$ cat src/rtl/mcc_defs.svh
`ifndef MCC_DEFS_SVH
`define MCC_DEFS_SVH

// ----------------------------------------------------------------------
// register offsets (byte addresses)
// ----------------------------------------------------------------------
`define MCC_OFF_CTRL      8'h00
`define MCC_OFF_IN_DLY    8'h04
`define MCC_OFF_AUTO_DLY  8'h08
`define MCC_OFF_STATUS    8'h0C
`define MCC_OFF_CASE0     8'h10
`define MCC_OFF_CASE3     8'h1C

// ----------------------------------------------------------------------
// field positions
// ----------------------------------------------------------------------
`define MCC_CTRL_MODE_LSB 0
`define MCC_CTRL_CFB      2
`define MCC_CTRL_ANTI     3
`define MCC_CTRL_POL_LSB  4
`define MCC_CASE_P0_LSB   0
`define MCC_CASE_P1_LSB   2
`define MCC_CASE_SLEEP    4
`define MCC_CASE_USED     5

// ----------------------------------------------------------------------
// reset values and timing
// ----------------------------------------------------------------------
`define MCC_CLK_PERIOD_NS 4
`define MCC_MS_NS         1000000
`define MCC_IN_DELAY_MS   16'h000C
`define MCC_AUTO_DELAY_MS 16'h01F4
`define MCC_CFB_WAIT_MS   16'h000A
`define MCC_BLINK_HALF_MS 10'h0FA
`define MCC_RESP_OKAY     2'h0
`define MCC_RESP_SLVERR   2'h2

`endif

$ cat src/rtl/mcc_pkg.sv
package mcc_pkg;

  // cut-off behaviour of one path in a monitoring case
  typedef enum logic [1:0] {
    MCC_BEH_OFF,
    MCC_BEH_FIELD,
    MCC_BEH_ON_UNSAFE,
    MCC_BEH_ON_SAFE
  } mcc_beh_t;

  // restart behaviour of the safe output pair
  typedef enum logic [1:0] {
    MCC_RS_IMMEDIATE,
    MCC_RS_INTERLOCK,
    MCC_RS_AUTO
  } mcc_restart_t;

  typedef struct packed {
    // bus slave
    logic             awready;
    logic             wready;
    logic             aw_have;
    logic             w_have;
    logic [7:0]       aw_addr;
    logic [31:0]      wdata;
    logic [3:0]       wstrb;
    logic             bvalid;
    logic [1:0]       bresp;
    logic             arready;
    logic             rvalid;
    logic [1:0]       rresp;
    logic [31:0]      rdata;
    // configuration
    logic [1:0]       rs_mode;
    logic             cfb_en;
    logic             anti_en;
    logic [3:0]       pol;
    logic [15:0]      in_dly_ms;
    logic [15:0]      auto_dly_ms;
    logic [3:0][5:0]  case_cfg;
    // core
    logic [17:0]      ms_cnt;
    logic [3:0]       btn_prev;
    logic [1:0]       cand;
    logic [15:0]      dly_cnt;
    logic [1:0]       act_case;
    logic             case_ok;
    logic             anti_err;
    logic             latch;
    logic [15:0]      auto_cnt;
    logic             on;
    logic             cfb_wait;
    logic [15:0]      cfb_cnt;
    logic             cfb_fault;
    logic             locking;
    logic             sleep_btn;
    logic             sleep;
    logic             ev_pause;
    logic [9:0]       blink_cnt;
    logic             blink;
    logic [3:0]       uout;
  } mcc_state_t;

endpackage

$ cat src/rtl/mcc_path_if.sv
`timescale 1ns/100ps

// one cut-off path: behaviour and field in, output demands back
interface mcc_path_if;
  mcc_pkg::mcc_beh_t beh;
  logic              field_obj;
  logic              safe_on;
  logic              nonsafe_on;

  modport path (input beh, input field_obj, output safe_on, output nonsafe_on);
  modport ctl  (output beh, output field_obj, input safe_on, input nonsafe_on);
endinterface

$ cat src/rtl/mcc_top.sv
// Contract
// - monitoring-result output active while object sits in the active field
// - reset-needed output flashes when interlock latched and field clear again
// - static control inputs select the active monitoring case
// - reset pushbutton clears the restart interlock
// - pushbuttons for sleep, complete restart and pausing event history
// - immediate mode: safe pair on as soon as protective field clear
// - interlocked mode: safe pair stays off after stop until reset
// - automatic mode: safe pair on after configured delay of clear field
// - feedback checking: feedback input must be energised after switch-off
// - missing feedback after switch-off enters locking, pair stays off
// - each non-safe output selectable active-high or active-low; only uout has pol, sleep_active, event_pause and locking are fixed
// - antivalent channels must stay inverted; else all safe outputs off, error
// - new input combination evaluated only after the input delay
// - case active only for exactly its assigned input combination
// - case with sleep option enters sleep mode at once
// - each cut-off path drives its outputs from its mapped field
// - forced-off path holds all its outputs off
// - forced-on-unsafe path: safety outputs off, non-safety outputs on
// - forced-on-safe path behaves as a permanently clear field
// - path with no field assigned defaults to forced-off
// - device error switches safe outputs off and locks until restart
`timescale 1ns/100ps
`include "mcc_defs.svh"

module mcc_top #(
  parameter int CYC_PER_MS = `MCC_MS_NS / `MCC_CLK_PERIOD_NS
) (
  // clock and reset
  input  wire logic        aclk,
  input  wire logic        aresetn,
  // axi4-lite write
  input  wire logic [31:0] awaddr,
  input  wire logic        awvalid,
  output logic             awready,
  input  wire logic [31:0] wdata,
  input  wire logic [3:0]  wstrb,
  input  wire logic        wvalid,
  output logic             wready,
  output logic [1:0]       bresp,
  output logic             bvalid,
  input  wire logic        bready,
  // axi4-lite read
  input  wire logic [31:0] araddr,
  input  wire logic        arvalid,
  output logic             arready,
  output logic [31:0]      rdata,
  output logic [1:0]       rresp,
  output logic             rvalid,
  input  wire logic        rready,
  // static control inputs, two channels
  input  wire logic [1:0]  ctl_a,
  input  wire logic [1:0]  ctl_b,
  // scanner results and feedback
  input  wire logic [1:0]  field_obj,
  input  wire logic        contactor_fb,
  input  wire logic        dev_err,
  // pushbuttons
  input  wire logic        btn_reset,
  input  wire logic        btn_sleep,
  input  wire logic        btn_restart,
  input  wire logic        btn_pause,
  // machine side outputs
  output logic             safe_output_pair_a,
  output logic             safe_output_pair_b,
  output logic [3:0]       uout,
  output logic             sleep_active,
  output logic             event_pause,
  output logic             locking
);

  // ----------------------------------------------------------------------
  // state and cut-off paths
  // ----------------------------------------------------------------------
  mcc_pkg::mcc_state_t s_q;
  mcc_pkg::mcc_state_t s_d;
  logic [5:0]          cfg;
  logic                live;

  mcc_path_if pif[2] ();

  // a case without the used bit counts as unassigned
  assign cfg  = s_q.case_cfg[s_q.act_case];
  assign live = s_q.case_ok && cfg[`MCC_CASE_USED];

  genvar gi;
  generate
    for (gi = 0; gi < 2; gi++) begin : g_path
      // unassigned paths fall back to forced-off
      assign pif[gi].beh = live ?
        mcc_pkg::mcc_beh_t'(cfg[2*gi +: 2]) : mcc_pkg::MCC_BEH_OFF;
      assign pif[gi].field_obj = field_obj[gi];
      mcc_cutoff_path u_path (
        .p (pif[gi])
      );
    end
  endgenerate

  // ----------------------------------------------------------------------
  // helpers
  // ----------------------------------------------------------------------
  function automatic logic [31:0] wmerge(
    input logic [31:0] old_v,
    input logic [31:0] new_v,
    input logic [3:0]  strb
  );
    logic [31:0] r;
    r = old_v;
    for (int i = 0; i < 4; i++) begin
      if (strb[i]) begin
        r[8*i +: 8] = new_v[8*i +: 8];
      end
    end
    return r;
  endfunction

  // ----------------------------------------------------------------------
  // next state
  // ----------------------------------------------------------------------
  always_comb begin
    logic [3:0]  bt;
    logic        tick;
    logic        anti_bad;
    logic        clear;
    logic        permit;
    logic [31:0] cur;
    logic [31:0] stat;
    logic [3:0]  sig;
    bt       = 4'h0;
    tick     = 1'b0;
    anti_bad = 1'b0;
    clear    = 1'b0;
    permit   = 1'b0;
    cur      = 32'h0;
    stat     = 32'h0;
    sig      = 4'h0;
    s_d      = s_q;

    // millisecond time base for all delays
    tick = (s_q.ms_cnt == 18'(CYC_PER_MS - 1));
    s_d.ms_cnt = tick ? 18'h0 : s_q.ms_cnt + 18'h1;

    // pushbutton rising edges: reset, sleep, restart, pause
    bt = {btn_pause, btn_restart, btn_sleep, btn_reset} & ~s_q.btn_prev;
    s_d.btn_prev = {btn_pause, btn_restart, btn_sleep, btn_reset};

    // status word
    stat = {22'h0, s_q.ev_pause, s_q.cfb_fault, s_q.sleep, s_q.anti_err,
            s_q.locking, s_q.latch, s_q.on, s_q.case_ok, s_q.act_case};

    // write channel: address and data taken in either order
    if (s_q.awready && awvalid) begin
      s_d.aw_have = 1'b1;
      s_d.aw_addr = awaddr[7:0];
    end
    if (s_q.wready && wvalid) begin
      s_d.w_have = 1'b1;
      s_d.wdata  = wdata;
      s_d.wstrb  = wstrb;
    end
    if (s_q.bvalid && bready) begin
      s_d.bvalid = 1'b0;
    end
    if (s_q.aw_have && s_q.w_have && !s_q.bvalid) begin
      s_d.aw_have = 1'b0;
      s_d.w_have  = 1'b0;
      s_d.bvalid  = 1'b1;
      s_d.bresp   = `MCC_RESP_OKAY;
      case (s_q.aw_addr & 8'hFC)
        `MCC_OFF_CTRL: begin
          cur = {24'h0, s_q.pol, s_q.anti_en, s_q.cfb_en, s_q.rs_mode};
          cur = wmerge(cur, s_q.wdata, s_q.wstrb);
          s_d.rs_mode = cur[`MCC_CTRL_MODE_LSB +: 2];
          s_d.cfb_en  = cur[`MCC_CTRL_CFB];
          s_d.anti_en = cur[`MCC_CTRL_ANTI];
          s_d.pol     = cur[`MCC_CTRL_POL_LSB +: 4];
        end
        `MCC_OFF_IN_DLY: begin
          cur = wmerge({16'h0, s_q.in_dly_ms}, s_q.wdata, s_q.wstrb);
          s_d.in_dly_ms = cur[15:0];
        end
        `MCC_OFF_AUTO_DLY: begin
          cur = wmerge({16'h0, s_q.auto_dly_ms}, s_q.wdata, s_q.wstrb);
          s_d.auto_dly_ms = cur[15:0];
        end
        `MCC_OFF_STATUS: begin
          s_d.bresp = `MCC_RESP_OKAY; // read-only, write ignored
        end
        default: begin
          if (s_q.aw_addr >= `MCC_OFF_CASE0 && s_q.aw_addr <= `MCC_OFF_CASE3 + 8'h3) begin
            cur = wmerge({26'h0, s_q.case_cfg[s_q.aw_addr[3:2]]}, s_q.wdata, s_q.wstrb);
            s_d.case_cfg[s_q.aw_addr[3:2]] = cur[5:0];
          end else begin
            s_d.bresp = `MCC_RESP_SLVERR;
          end
        end
      endcase
    end
    s_d.awready = !s_d.aw_have && !s_d.bvalid;
    s_d.wready  = !s_d.w_have && !s_d.bvalid;

    // read channel: one cycle from address to data
    if (s_q.rvalid && rready) begin
      s_d.rvalid = 1'b0;
    end
    if (s_q.arready && arvalid) begin
      s_d.rvalid = 1'b1;
      s_d.rresp  = `MCC_RESP_OKAY;
      case (araddr[7:0] & 8'hFC)
        `MCC_OFF_CTRL: begin
          s_d.rdata = {24'h0, s_q.pol, s_q.anti_en, s_q.cfb_en, s_q.rs_mode};
        end
        `MCC_OFF_IN_DLY:   s_d.rdata = {16'h0, s_q.in_dly_ms};
        `MCC_OFF_AUTO_DLY: s_d.rdata = {16'h0, s_q.auto_dly_ms};
        `MCC_OFF_STATUS:   s_d.rdata = stat;
        default: begin
          if (araddr[7:0] >= `MCC_OFF_CASE0 && araddr[7:0] <= `MCC_OFF_CASE3 + 8'h3) begin
            s_d.rdata = {26'h0, s_q.case_cfg[araddr[3:2]]};
          end else begin
            s_d.rdata = 32'h0;
            s_d.rresp = `MCC_RESP_SLVERR;
          end
        end
      endcase
    end
    s_d.arready = !s_d.rvalid;

    // antivalence check: second channel must be the bitwise inverse of the first
    anti_bad = s_q.anti_en && (ctl_b != ~ctl_a);
    s_d.anti_err = anti_bad;

    // debounce: a combination must hold for the input delay
    if (ctl_a != s_q.cand) begin
      s_d.cand    = ctl_a;
      s_d.dly_cnt = 16'h0;
    end else if (s_q.dly_cnt >= s_q.in_dly_ms) begin
      if (!anti_bad) begin
        s_d.act_case = s_q.cand;
        s_d.case_ok  = 1'b1;
      end
    end else if (tick) begin
      s_d.dly_cnt = s_q.dly_cnt + 16'h1;
    end

    // path 0 is the protective field feeding the safe output pair
    clear = pif[0].safe_on;

    // sleep: pushbutton latch or case option, reset button clears the pushbutton latch
    if (bt[1]) begin
      s_d.sleep_btn = 1'b1;
    end else if (bt[0]) begin
      s_d.sleep_btn = 1'b0;
    end
    s_d.sleep = s_d.sleep_btn || (live && cfg[`MCC_CASE_SLEEP]);

    // restart behaviour of the safe output pair
    case (mcc_pkg::mcc_restart_t'(s_q.rs_mode))
      mcc_pkg::MCC_RS_IMMEDIATE: begin
        s_d.latch = 1'b0;
        permit    = clear;
      end
      mcc_pkg::MCC_RS_AUTO: begin
        s_d.latch = 1'b0;
        if (!clear) begin
          s_d.auto_cnt = s_q.auto_dly_ms;
        end else if (tick && s_q.auto_cnt != 16'h0) begin
          s_d.auto_cnt = s_q.auto_cnt - 16'h1;
        end
        permit = clear && (s_q.auto_cnt == 16'h0);
      end
      default: begin
        // a new stop wins over a reset press in the same cycle
        if (!clear) begin
          s_d.latch = 1'b1;
        end else if (bt[0]) begin
          s_d.latch = 1'b0;
        end
        permit = clear && !s_q.latch;
      end
    endcase

    // complete restart clears safety state, keeps config; a same-cycle fault still wins
    if (bt[2]) begin
      s_d.latch     = 1'b0;
      s_d.locking   = 1'b0;
      s_d.cfb_fault = 1'b0;
      s_d.cfb_wait  = 1'b0;
      s_d.case_ok   = 1'b0;
      s_d.dly_cnt   = 16'h0;
      s_d.sleep_btn = 1'b0;
      s_d.sleep     = 1'b0;
    end

    // contactor feedback window opened when permit drops while the pair is on and no window is running
    if (s_q.on && !s_q.cfb_wait && !permit) begin
      s_d.cfb_wait = 1'b1;
      s_d.cfb_cnt  = 16'h0;
    end else if (s_q.cfb_wait) begin
      if (s_q.cfb_cnt >= `MCC_CFB_WAIT_MS) begin
        s_d.cfb_wait = 1'b0;
        if (s_q.cfb_en && !contactor_fb) begin
          s_d.cfb_fault = 1'b1;
          s_d.locking   = 1'b1;
        end
      end else if (tick) begin
        s_d.cfb_cnt = s_q.cfb_cnt + 16'h1;
      end
    end

    // a live device error always wins over the restart
    if (dev_err) begin
      s_d.locking = 1'b1;
    end

    // safe pair only on with nothing holding it off
    s_d.on = permit && !s_d.locking && !s_q.locking && !anti_bad && !s_d.sleep;

    // event history pause toggles per press
    if (bt[3]) begin
      s_d.ev_pause = !s_q.ev_pause;
    end

    // flash rate for the reset-needed lamp
    if (tick) begin
      if (s_q.blink_cnt >= `MCC_BLINK_HALF_MS - 10'h1) begin
        s_d.blink_cnt = 10'h0;
        s_d.blink     = !s_q.blink;
      end else begin
        s_d.blink_cnt = s_q.blink_cnt + 10'h1;
      end
    end

    // universal outputs: warning path, result, reset needed, error
    sig[0] = pif[1].nonsafe_on;
    sig[1] = live && (pif[0].beh == mcc_pkg::MCC_BEH_FIELD) && field_obj[0];
    sig[2] = s_q.latch && clear && s_q.blink;
    sig[3] = s_q.locking || s_q.anti_err || s_q.cfb_fault;
    s_d.uout = sig ^ s_q.pol;
  end

  // ----------------------------------------------------------------------
  // state register
  // ----------------------------------------------------------------------
  always_ff @(posedge aclk) begin
    if (!aresetn) begin
      s_q             <= '0;
      s_q.in_dly_ms   <= `MCC_IN_DELAY_MS;
      s_q.auto_dly_ms <= `MCC_AUTO_DELAY_MS;
    end else begin
      s_q <= s_d;
    end
  end

  // outputs straight from the state register
  assign awready            = s_q.awready;
  assign wready             = s_q.wready;
  assign bvalid             = s_q.bvalid;
  assign bresp              = s_q.bresp;
  assign arready            = s_q.arready;
  assign rvalid             = s_q.rvalid;
  assign rdata              = s_q.rdata;
  assign rresp              = s_q.rresp;
  assign safe_output_pair_a = s_q.on;
  assign safe_output_pair_b = s_q.on;
  assign uout               = s_q.uout;
  assign sleep_active       = s_q.sleep;
  assign event_pause        = s_q.ev_pause;
  assign locking            = s_q.locking;

endmodule

$ cat src/rtl/mcc_cutoff_path.sv
`timescale 1ns/100ps

module mcc_cutoff_path (
  // path carrier
  mcc_path_if.path p
);

  // behaviour decode; unknown codes fall back to off for safety
  always_comb begin
    case (p.beh)
      mcc_pkg::MCC_BEH_FIELD: begin
        p.safe_on    = !p.field_obj;
        p.nonsafe_on = !p.field_obj;
      end
      mcc_pkg::MCC_BEH_ON_UNSAFE: begin
        p.safe_on    = 1'b0;
        p.nonsafe_on = 1'b1;
      end
      mcc_pkg::MCC_BEH_ON_SAFE: begin
        p.safe_on    = 1'b1;
        p.nonsafe_on = 1'b1;
      end
      default: begin
        p.safe_on    = 1'b0;
        p.nonsafe_on = 1'b0;
      end
    endcase
  end

endmodule

$ cat config.mk
export PLATFORM = sky130hd
export DESIGN_NAME = mcc_top
export DESIGN_NICKNAME = d
export VERILOG_FILES = /design/src/rtl/mcc_pkg.sv /design/src/rtl/mcc_path_if.sv /design/src/rtl/mcc_top.sv /design/src/rtl/mcc_cutoff_path.sv
export VERILOG_INCLUDE_DIRS = /design/src /design/src/rtl
export SDC_FILE = /design/constraint.sdc
export NUM_CORES = 1
export LEC_CHECK = 0
export BUFFER_PORTS_ARGS = -buffer_cell sky130_fd_sc_hd__buf_4
export CORE_ASPECT_RATIO = 0.8
export CORE_MARGIN = 5
export CORE_UTILIZATION = 44
export CTS_CLUSTER_SIZE = 28
export DETAILED_ROUTE_END_ITERATION = 6
export MAX_ROUTING_LAYER = met4
export SLEW_MARGIN = 40
export SYNTH_ARGS = -nofsm -noshare
export SYNTH_HDL_FRONTEND = slang
export SYNTH_HIERARCHICAL = 1
export SYNTH_SLANG_ARGS = --single-unit
export TNS_END_PERCENT = 5
$ cat constraint.sdc
create_clock -name aclk -period 8.9 [get_ports aclk]
set_clock_uncertainty 0.1 [all_clocks]
set_input_delay 0.445 -clock aclk [delete_from_list [all_inputs] [get_ports aclk]]
set_output_delay 0.445 -clock aclk [all_outputs]
set_load 0.05 [all_outputs]
==> results of run 1 <==
-- worst reg2reg max path: stages (launching register included) --
cell,delay (ns)
dfxtp_1,0.65
mux4_2,0.65
and3_1,0.20
o21a_2,0.39
inv_1,0.65
a221o_1,0.30
nand2_1,0.14
o21ai_0,0.40
nor2_1,0.10
-- layer usage --
layer	vias up	wire length (µm)
li1	3946	-
met1	3665	13070
met2	188	10140
met3	28	1557
met4	0	312
met5	-	0
-- cells in the final DEF (no fill, tap or decap), types with 4 or more instances in the layout --
master and count:
o211ai_1 10, nand4_1 9, conb_1 18, nor4_1 7, buf_4 83, mux2i_1 54, nor2_1 153, a22oi_1 10
inv_1 36, nor2_2 5, or3_1 20, a211oi_1 28, xor2_1 16, dfxtp_1 212, o21ai_2 5, nand2_1 113
o21ai_0 26, o31ai_1 4, and3_1 17, o21a_1 4, nor3_1 23, ha_1 25, mux4_2 26, a21oi_1 75
clkbuf_1 5, nor2b_1 8, and2_1 23, nand2b_1 9, clkbuf_16 25, a31oi_1 7, o32ai_1 4, clkbuf_8 10
xnor2_1 18, nand3_1 21
-- sequential cells by signal, indices dropped and copies added (netlist names) --
signal              count
safe_output_pair_a      1
locking                 1
sleep_active            1
arready                 1
wready                  1
bvalid                  1
rresp                   1
rdata                  16
bresp                   1
rvalid                  1
event_pause             1
awready                 1
uout                    4
s_q                   181
-- power by group --
part	internal (mW)	total (mW)	leakage [nW]	switching (mW)
logic	0.0381	0.116	2.16	0.0777
registers	0.962	0.977	1.71	0.0150
clock network	0.625	1.01	0.408	0.388
total	1.62	2.11	4.28	0.481
-- worst max-delay path by stage --
stage | from | to | cells after the start
6_report | s_q[57]$_SDFFE_PN0P_ | s_q[22]$_SDFFE_PP0P_ | 8
2_1_floorplan | s_q[57]$_SDFFE_PN0P_ | s_q[45]$_SDFFE_PN0P_ | 11
5_1_grt | s_q[57]$_SDFFE_PN0P_ | s_q[22]$_SDFFE_PP0P_ | 8
3_5_place_dp | s_q[57]$_SDFFE_PN0P_ | s_q[31]$_SDFFE_PP0P_ | 8
4_1_cts | s_q[57]$_SDFFE_PN0P_ | s_q[31]$_SDFFE_PP0P_ | 8
3_3_place_gp | s_q[57]$_SDFFE_PN0P_ | s_q[33]$_SDFFE_PP0P_ | 8
-- cell type report --
type | count | area, µm² | area share (%)
multi-input cells | 793 | 5226 | 45.59
well taps | 306 | 382.9 | 3.340
clock buffers | 40 | 782.0 | 6.822
flip-flops and latches | 212 | 4244 | 37.02
inverters | 37 | 141.4 | 1.233
clock inverters | 4 | 47.55 | 0.4148
repair buffers | 85 | 639.4 | 5.577
-- metrics by stage --
stage	utilization (%)	area [µm²]	worst slack, ns	hold slack, ns
3_3_place_gp	47.14	10610	4.903	0.3442
5_1_grt	50.95	11460	4.965	0.05096
6_report	50.95	11460	5.213	0.04889
2_1_floorplan	-	10130	6.089	0.3221
4_1_cts	50.92	11460	5.230	0.03688
3_5_place_dp	47.23	10630	5.238	0.3455
==> impl_metrics.py, run 1 <==
metrics = {
    "run_status": {
        "run_status": "finished clean",
    },
    "clock_network": {
        "htree_num_levels": 1,
        "clk_path_buf_depth": 3,
        "cts_hold_buf": 0,
        "numCtsBuffers": 24,
        "cts_sinks": 212,
        "clkTransAtPathRegs_ns": 0.06,
        "tritoncts": "built",
        "cts_setup_buffers": 0,
        "post_cts_resized": 0,
        "root_buffer": "clkbuf_16",
        "insertion_delay_ns": 0.51,
    },
    "place": {
        "placed_cells": 1433,
        "dp_hpwl_um": 17670,
        "io_buffers": 80,
        "place_congestion": 0.8238,
    },
    "routing": {
        "wl_per_cell_um": 16.98,
        "first_pass_iters": 5,
        "antenna_left": 0,
        "vias_per_cell": 5.299,
        "drt_wl_total_um": 25080,
        "drc": 0,
        "first_iter_violations": 671,
        "vias": 7827,
    },
    "die": {
        "core_region_area_um2": 22500,
        "die_w_um": 179.1,
        "io_pins": 169,
        "fp-row-count": 49,
        "start_util_pct": 44.74,
        "die_h_um": 145.3,
        "die_area_um2": 26020,
    },
    "sta": {
        "max_freq_ghz": 0.2712,
        "fin_crit_sh_pct": 41.43,
        "relSlewSlack_pct": 50.07,
        "fin_crit_ns": 3.687,
        "slew_viol_final": 0,
        "tns_ns": 0,
        "finalHoldViolCount": 0,
        "worst_pin_slew_ns": 0.7481,
        "setup_viol": 0,
        "rsz0062_at_grt": "false",
    },
    "setup_path": {
        "end_kind": "register",
        "r2r_cells": 8,
        "r2r_start": "s_q[57]$_SDFFE_PN0P_",
        "cp_max_fo": 27,
        "arrival_ns": 3.97,
        "cp_slowest_cell": "dfxtp_1",
        "critPathBufInv": 1,
        "path_class": "reg -> reg",
        "max_stage_delay_ns": 0.65,
        "path_cells": "mux4_2, and3_1, o21a_2, inv_1, a221o_1, nand2_1, o21ai_0, nor2_1",
        "critPathRequiredTime_ns": 9.18,
        "r2r-end": "s_q[22]$_SDFFE_PP0P_",
        "rrSetupSlack_ns": 5.21,
        "cp-start-kind": "register",
        "cp_top_family": "compound AO/OA/AOI/OAI gates",
    },
    "worst_hold_path": {
        "min_path_cells": 2,
        "hp-start": "btn_pause",
        "hold_class": "in -> reg",
        "hold_path_end": "s_q[80]$_SDFF_PN0_",
    },
    "power": {
        "pwr_density_cell_nw_per_um2": 183.6,
        "leakagePower_nw": 4.283,
        "vdd_drop_max_mv": 0.1175,
        "power_mw": 2.105,
    },
    "synthesis": {
        "ys_warn_count": 6,
        "synthCells": 1122,
        "syn_avg_cell_area_um2": 8.971,
        "synth_area_um2": 10070,
    },
    "run": {
        "cap_viol_max_count": 0,
    },
    "final_layout": {
        "n_fill_cell": 2150,
        "syn2layout_area_growth_pct": 13.88,
        "drive_gt1_share_pct": 15.37,
        "stdcell_count": 1477,
        "diodes": 0,
        "nets": 1297,
    },
    "global_route": {
        "top_usage_layer": "met1",
        "antenna_found_initial": 0,
        "met3_usage_pct": 3.459,
        "met2_usage_pct": 26.48,
        "met1_usage_pct": 30.34,
        "grt_pass1_wl_um": 40140,
        "grt_max_degree": 90,
        "grt_pass1_vias": 7324,
        "grt.total_usage_pct": 19.42,
        "grt-ovfl-total": 0,
    },
}
(Power assumes the default switching activity.)
==> inputs of run 2 (changes only) <==
clock period = 3.5 ns   (was 8.9 ns; I/O delays follow)
==> impl_metrics.py, run 2 (synthesis gave the netlist of run 1 again) <==
metrics = {
    "routing": {
        "vias": 8107,
        "vias_per_cell": 5.299,
        "drc": 0,
        "wl_per_cell_um": 16.53,
        "first_pass_iters": 5,
        "antenna_left": 0,
        "drt_wl_total_um": 25290,
        "first_iter_violations": 632,
    },
    "final_layout": {
        "stdcell_count": 1530,
        "final_util_pct": 53.09,
        "layout_common_cells": "212 x dfxtp_1, 155 x nor2_1, 114 x nand2_1, 89 x buf_4, 75 x a21oi_1",
        "diodes": 0,
        "final_common_cell": "dfxtp_1",
        "syn2layout_area_growth_pct": 18.67,
        "top_register": "s_q",
        "nets": 1351,
        "largest_register_ffs": 181,
        "drive_gt1_share_pct": 15.03,
    },
    "sta": {
        "max_freq_ghz": 0.3374,
        "setup_viol": 0,
        "fin_crit_sh_pct": 84.68,
        "rsz0062_at_grt": "false",
        "relSlewSlack_pct": 46.21,
        "fin_crit_ns": 2.964,
        "finalHoldViolCount": 0,
        "worst_pin_slew_ns": 0.8049,
        "tns_ns": 0,
        "slew_viol_final": 0,
    },
    "global_route": {
        "grt-ovfl-total": 0,
        "met1_usage_pct": 30.90,
        "top_usage_layer": "met1",
        "grt_pass1_wl_um": 40700,
        "met2_usage_pct": 26.53,
        "grt_pass1_vias": 7585,
        "grt.total_usage_pct": 19.71,
        "met3_usage_pct": 3.121,
        "grt_max_degree": 76,
        "antenna_found_initial": 0,
    },
    "run": {
        "cap_viol_max_count": 0,
    },
    "die": {
        "fp-row-count": 49,
        "core_region_area_um2": 22500,
        "die_w_um": 179.1,
        "die_area_um2": 26020,
        "io_pins": 169,
        "start_util_pct": 44.74,
        "die_h_um": 145.3,
    },
    "setup_path": {
        "cp_max_fo": 8,
        "cp_slowest_cell": "mux4_2",
        "critPathRequiredTime_ns": 3.78,
        "critPathBufInv": 1,
        "path_class": "reg -> reg",
        "cp_top_family": "compound AO/OA/AOI/OAI gates",
        "arrival_ns": 3.24,
        "end_kind": "register",
        "path_cells": "mux4_2, and3_1, o21a_1, inv_1, a221o_1, nand2_1, o21ai_0, nor2_1",
        "cp-start-kind": "register",
        "max_stage_delay_ns": 0.65,
    },
    "clock_network": {
        "clkTransAtPathRegs_ns": 0.06,
        "insertion_delay_ns": 0.52,
        "clk_path_buf_depth": 3,
        "numCtsBuffers": 23,
        "cts_sinks": 212,
        "htree_num_levels": 1,
        "root_buffer": "clkbuf_16",
        "tritoncts": "built",
        "cts_setup_buffers": 0,
        "post_cts_resized": 0,
    },
    "power": {
        "power_switching_mw": 1.237,
        "seqPwrFrac_pct": 47.0,
        "internal_power_mw": 4.042,
        "pwr_density_cell_nw_per_um2": 442.0,
        "pwr-share-clk_pct": 46.5,
        "p_sw_share_pct": 23.43,
        "vdd_drop_max_mv": 0.2876,
        "leakagePower_nw": 4.517,
        "combPwrFrac_pct": 6.4,
    },
    "place": {
        "io_buffers": 80,
        "place_congestion": 0.8153,
        "placed_cells": 1439,
        "dp_hpwl_um": 17820,
    },
    "run_status": {
        "run_status": "finished clean",
    },
    "worst_hold_path": {
        "hold_class": "in -> reg",
    },
}
-- run 2: path summary, 6_finish.rpt --
path                            slack [ns]  depth (start not counted)                 start              endpoint
worst min-delay path                  0.07                          3               awvalid    awready$_SDFF_PN0_
worst max-delay path                  0.54                          8  s_q[57]$_SDFFE_PN0P_  s_q[20]$_SDFFE_PP0P_
worst max register to register        0.54                          8  s_q[57]$_SDFFE_PN0P_  s_q[20]$_SDFFE_PP0P_
worst min register to register        0.36                          1   s_q[247]$_SDFF_PN0_    awready$_SDFF_PN0_
-- run 2: tightest hold or removal path: stages --
cell and delay, ns:
buf_4 0.08, and2_1 0.27, nor3_1 0.09
-- run 2: cell type report --
type | instances | area, µm²
clock buffers | 29 | 648.1
fillers | 2113 | 10560
repair buffers | 140 | 1184
multi-input cells | 793 | 5218
flip-flops and latches | 212 | 4244
inverters | 37 | 141.4
well taps | 306 | 382.9
clock inverters | 13 | 127.6
-- run 2: routing by layer --
metal  vias up  wire, µm
li1       4066         -
met1      3797     13150
met2       206     10090
met3        38      1572
met4         0       486
met5         -         0
-- run 2: repair_timing --
action / 4_1_cts / 5_1_grt
hold buffers: 49 / 0
hold endpoints to repair: 42 / 0
endpoints found under the setup margin: 0 / 0
-- run 2: power groups by stage --
stage | Sequential, mW | Combinational [mW] | Clock, mW
4_1_cts | 2.48 | 0.341 | 2.51
6_report | 2.48 | 0.340 | 2.46
5_1_grt | 2.48 | 0.368 | 2.63
2_1_floorplan | 2.54 | 0.204 | 0
3_5_place_dp | 2.54 | 0.298 | 0
3_3_place_gp | 2.53 | 0.297 | 0
-- run 2: metrics by stage --
step	setup slack, ns	cell area, µm²	hold slack [ns]	power, mW
6_report	0.5360	11950	0.06513	5.279
5_1_grt	0.2422	11950	0.09520	5.484
4_1_cts	0.5006	11940	0.04958	5.332
3_5_place_dp	0.5212	10670	0.2902	2.833
3_3_place_gp	0.5487	10660	0.2900	2.832
2_1_floorplan	0.6890	10130	0.1967	2.743
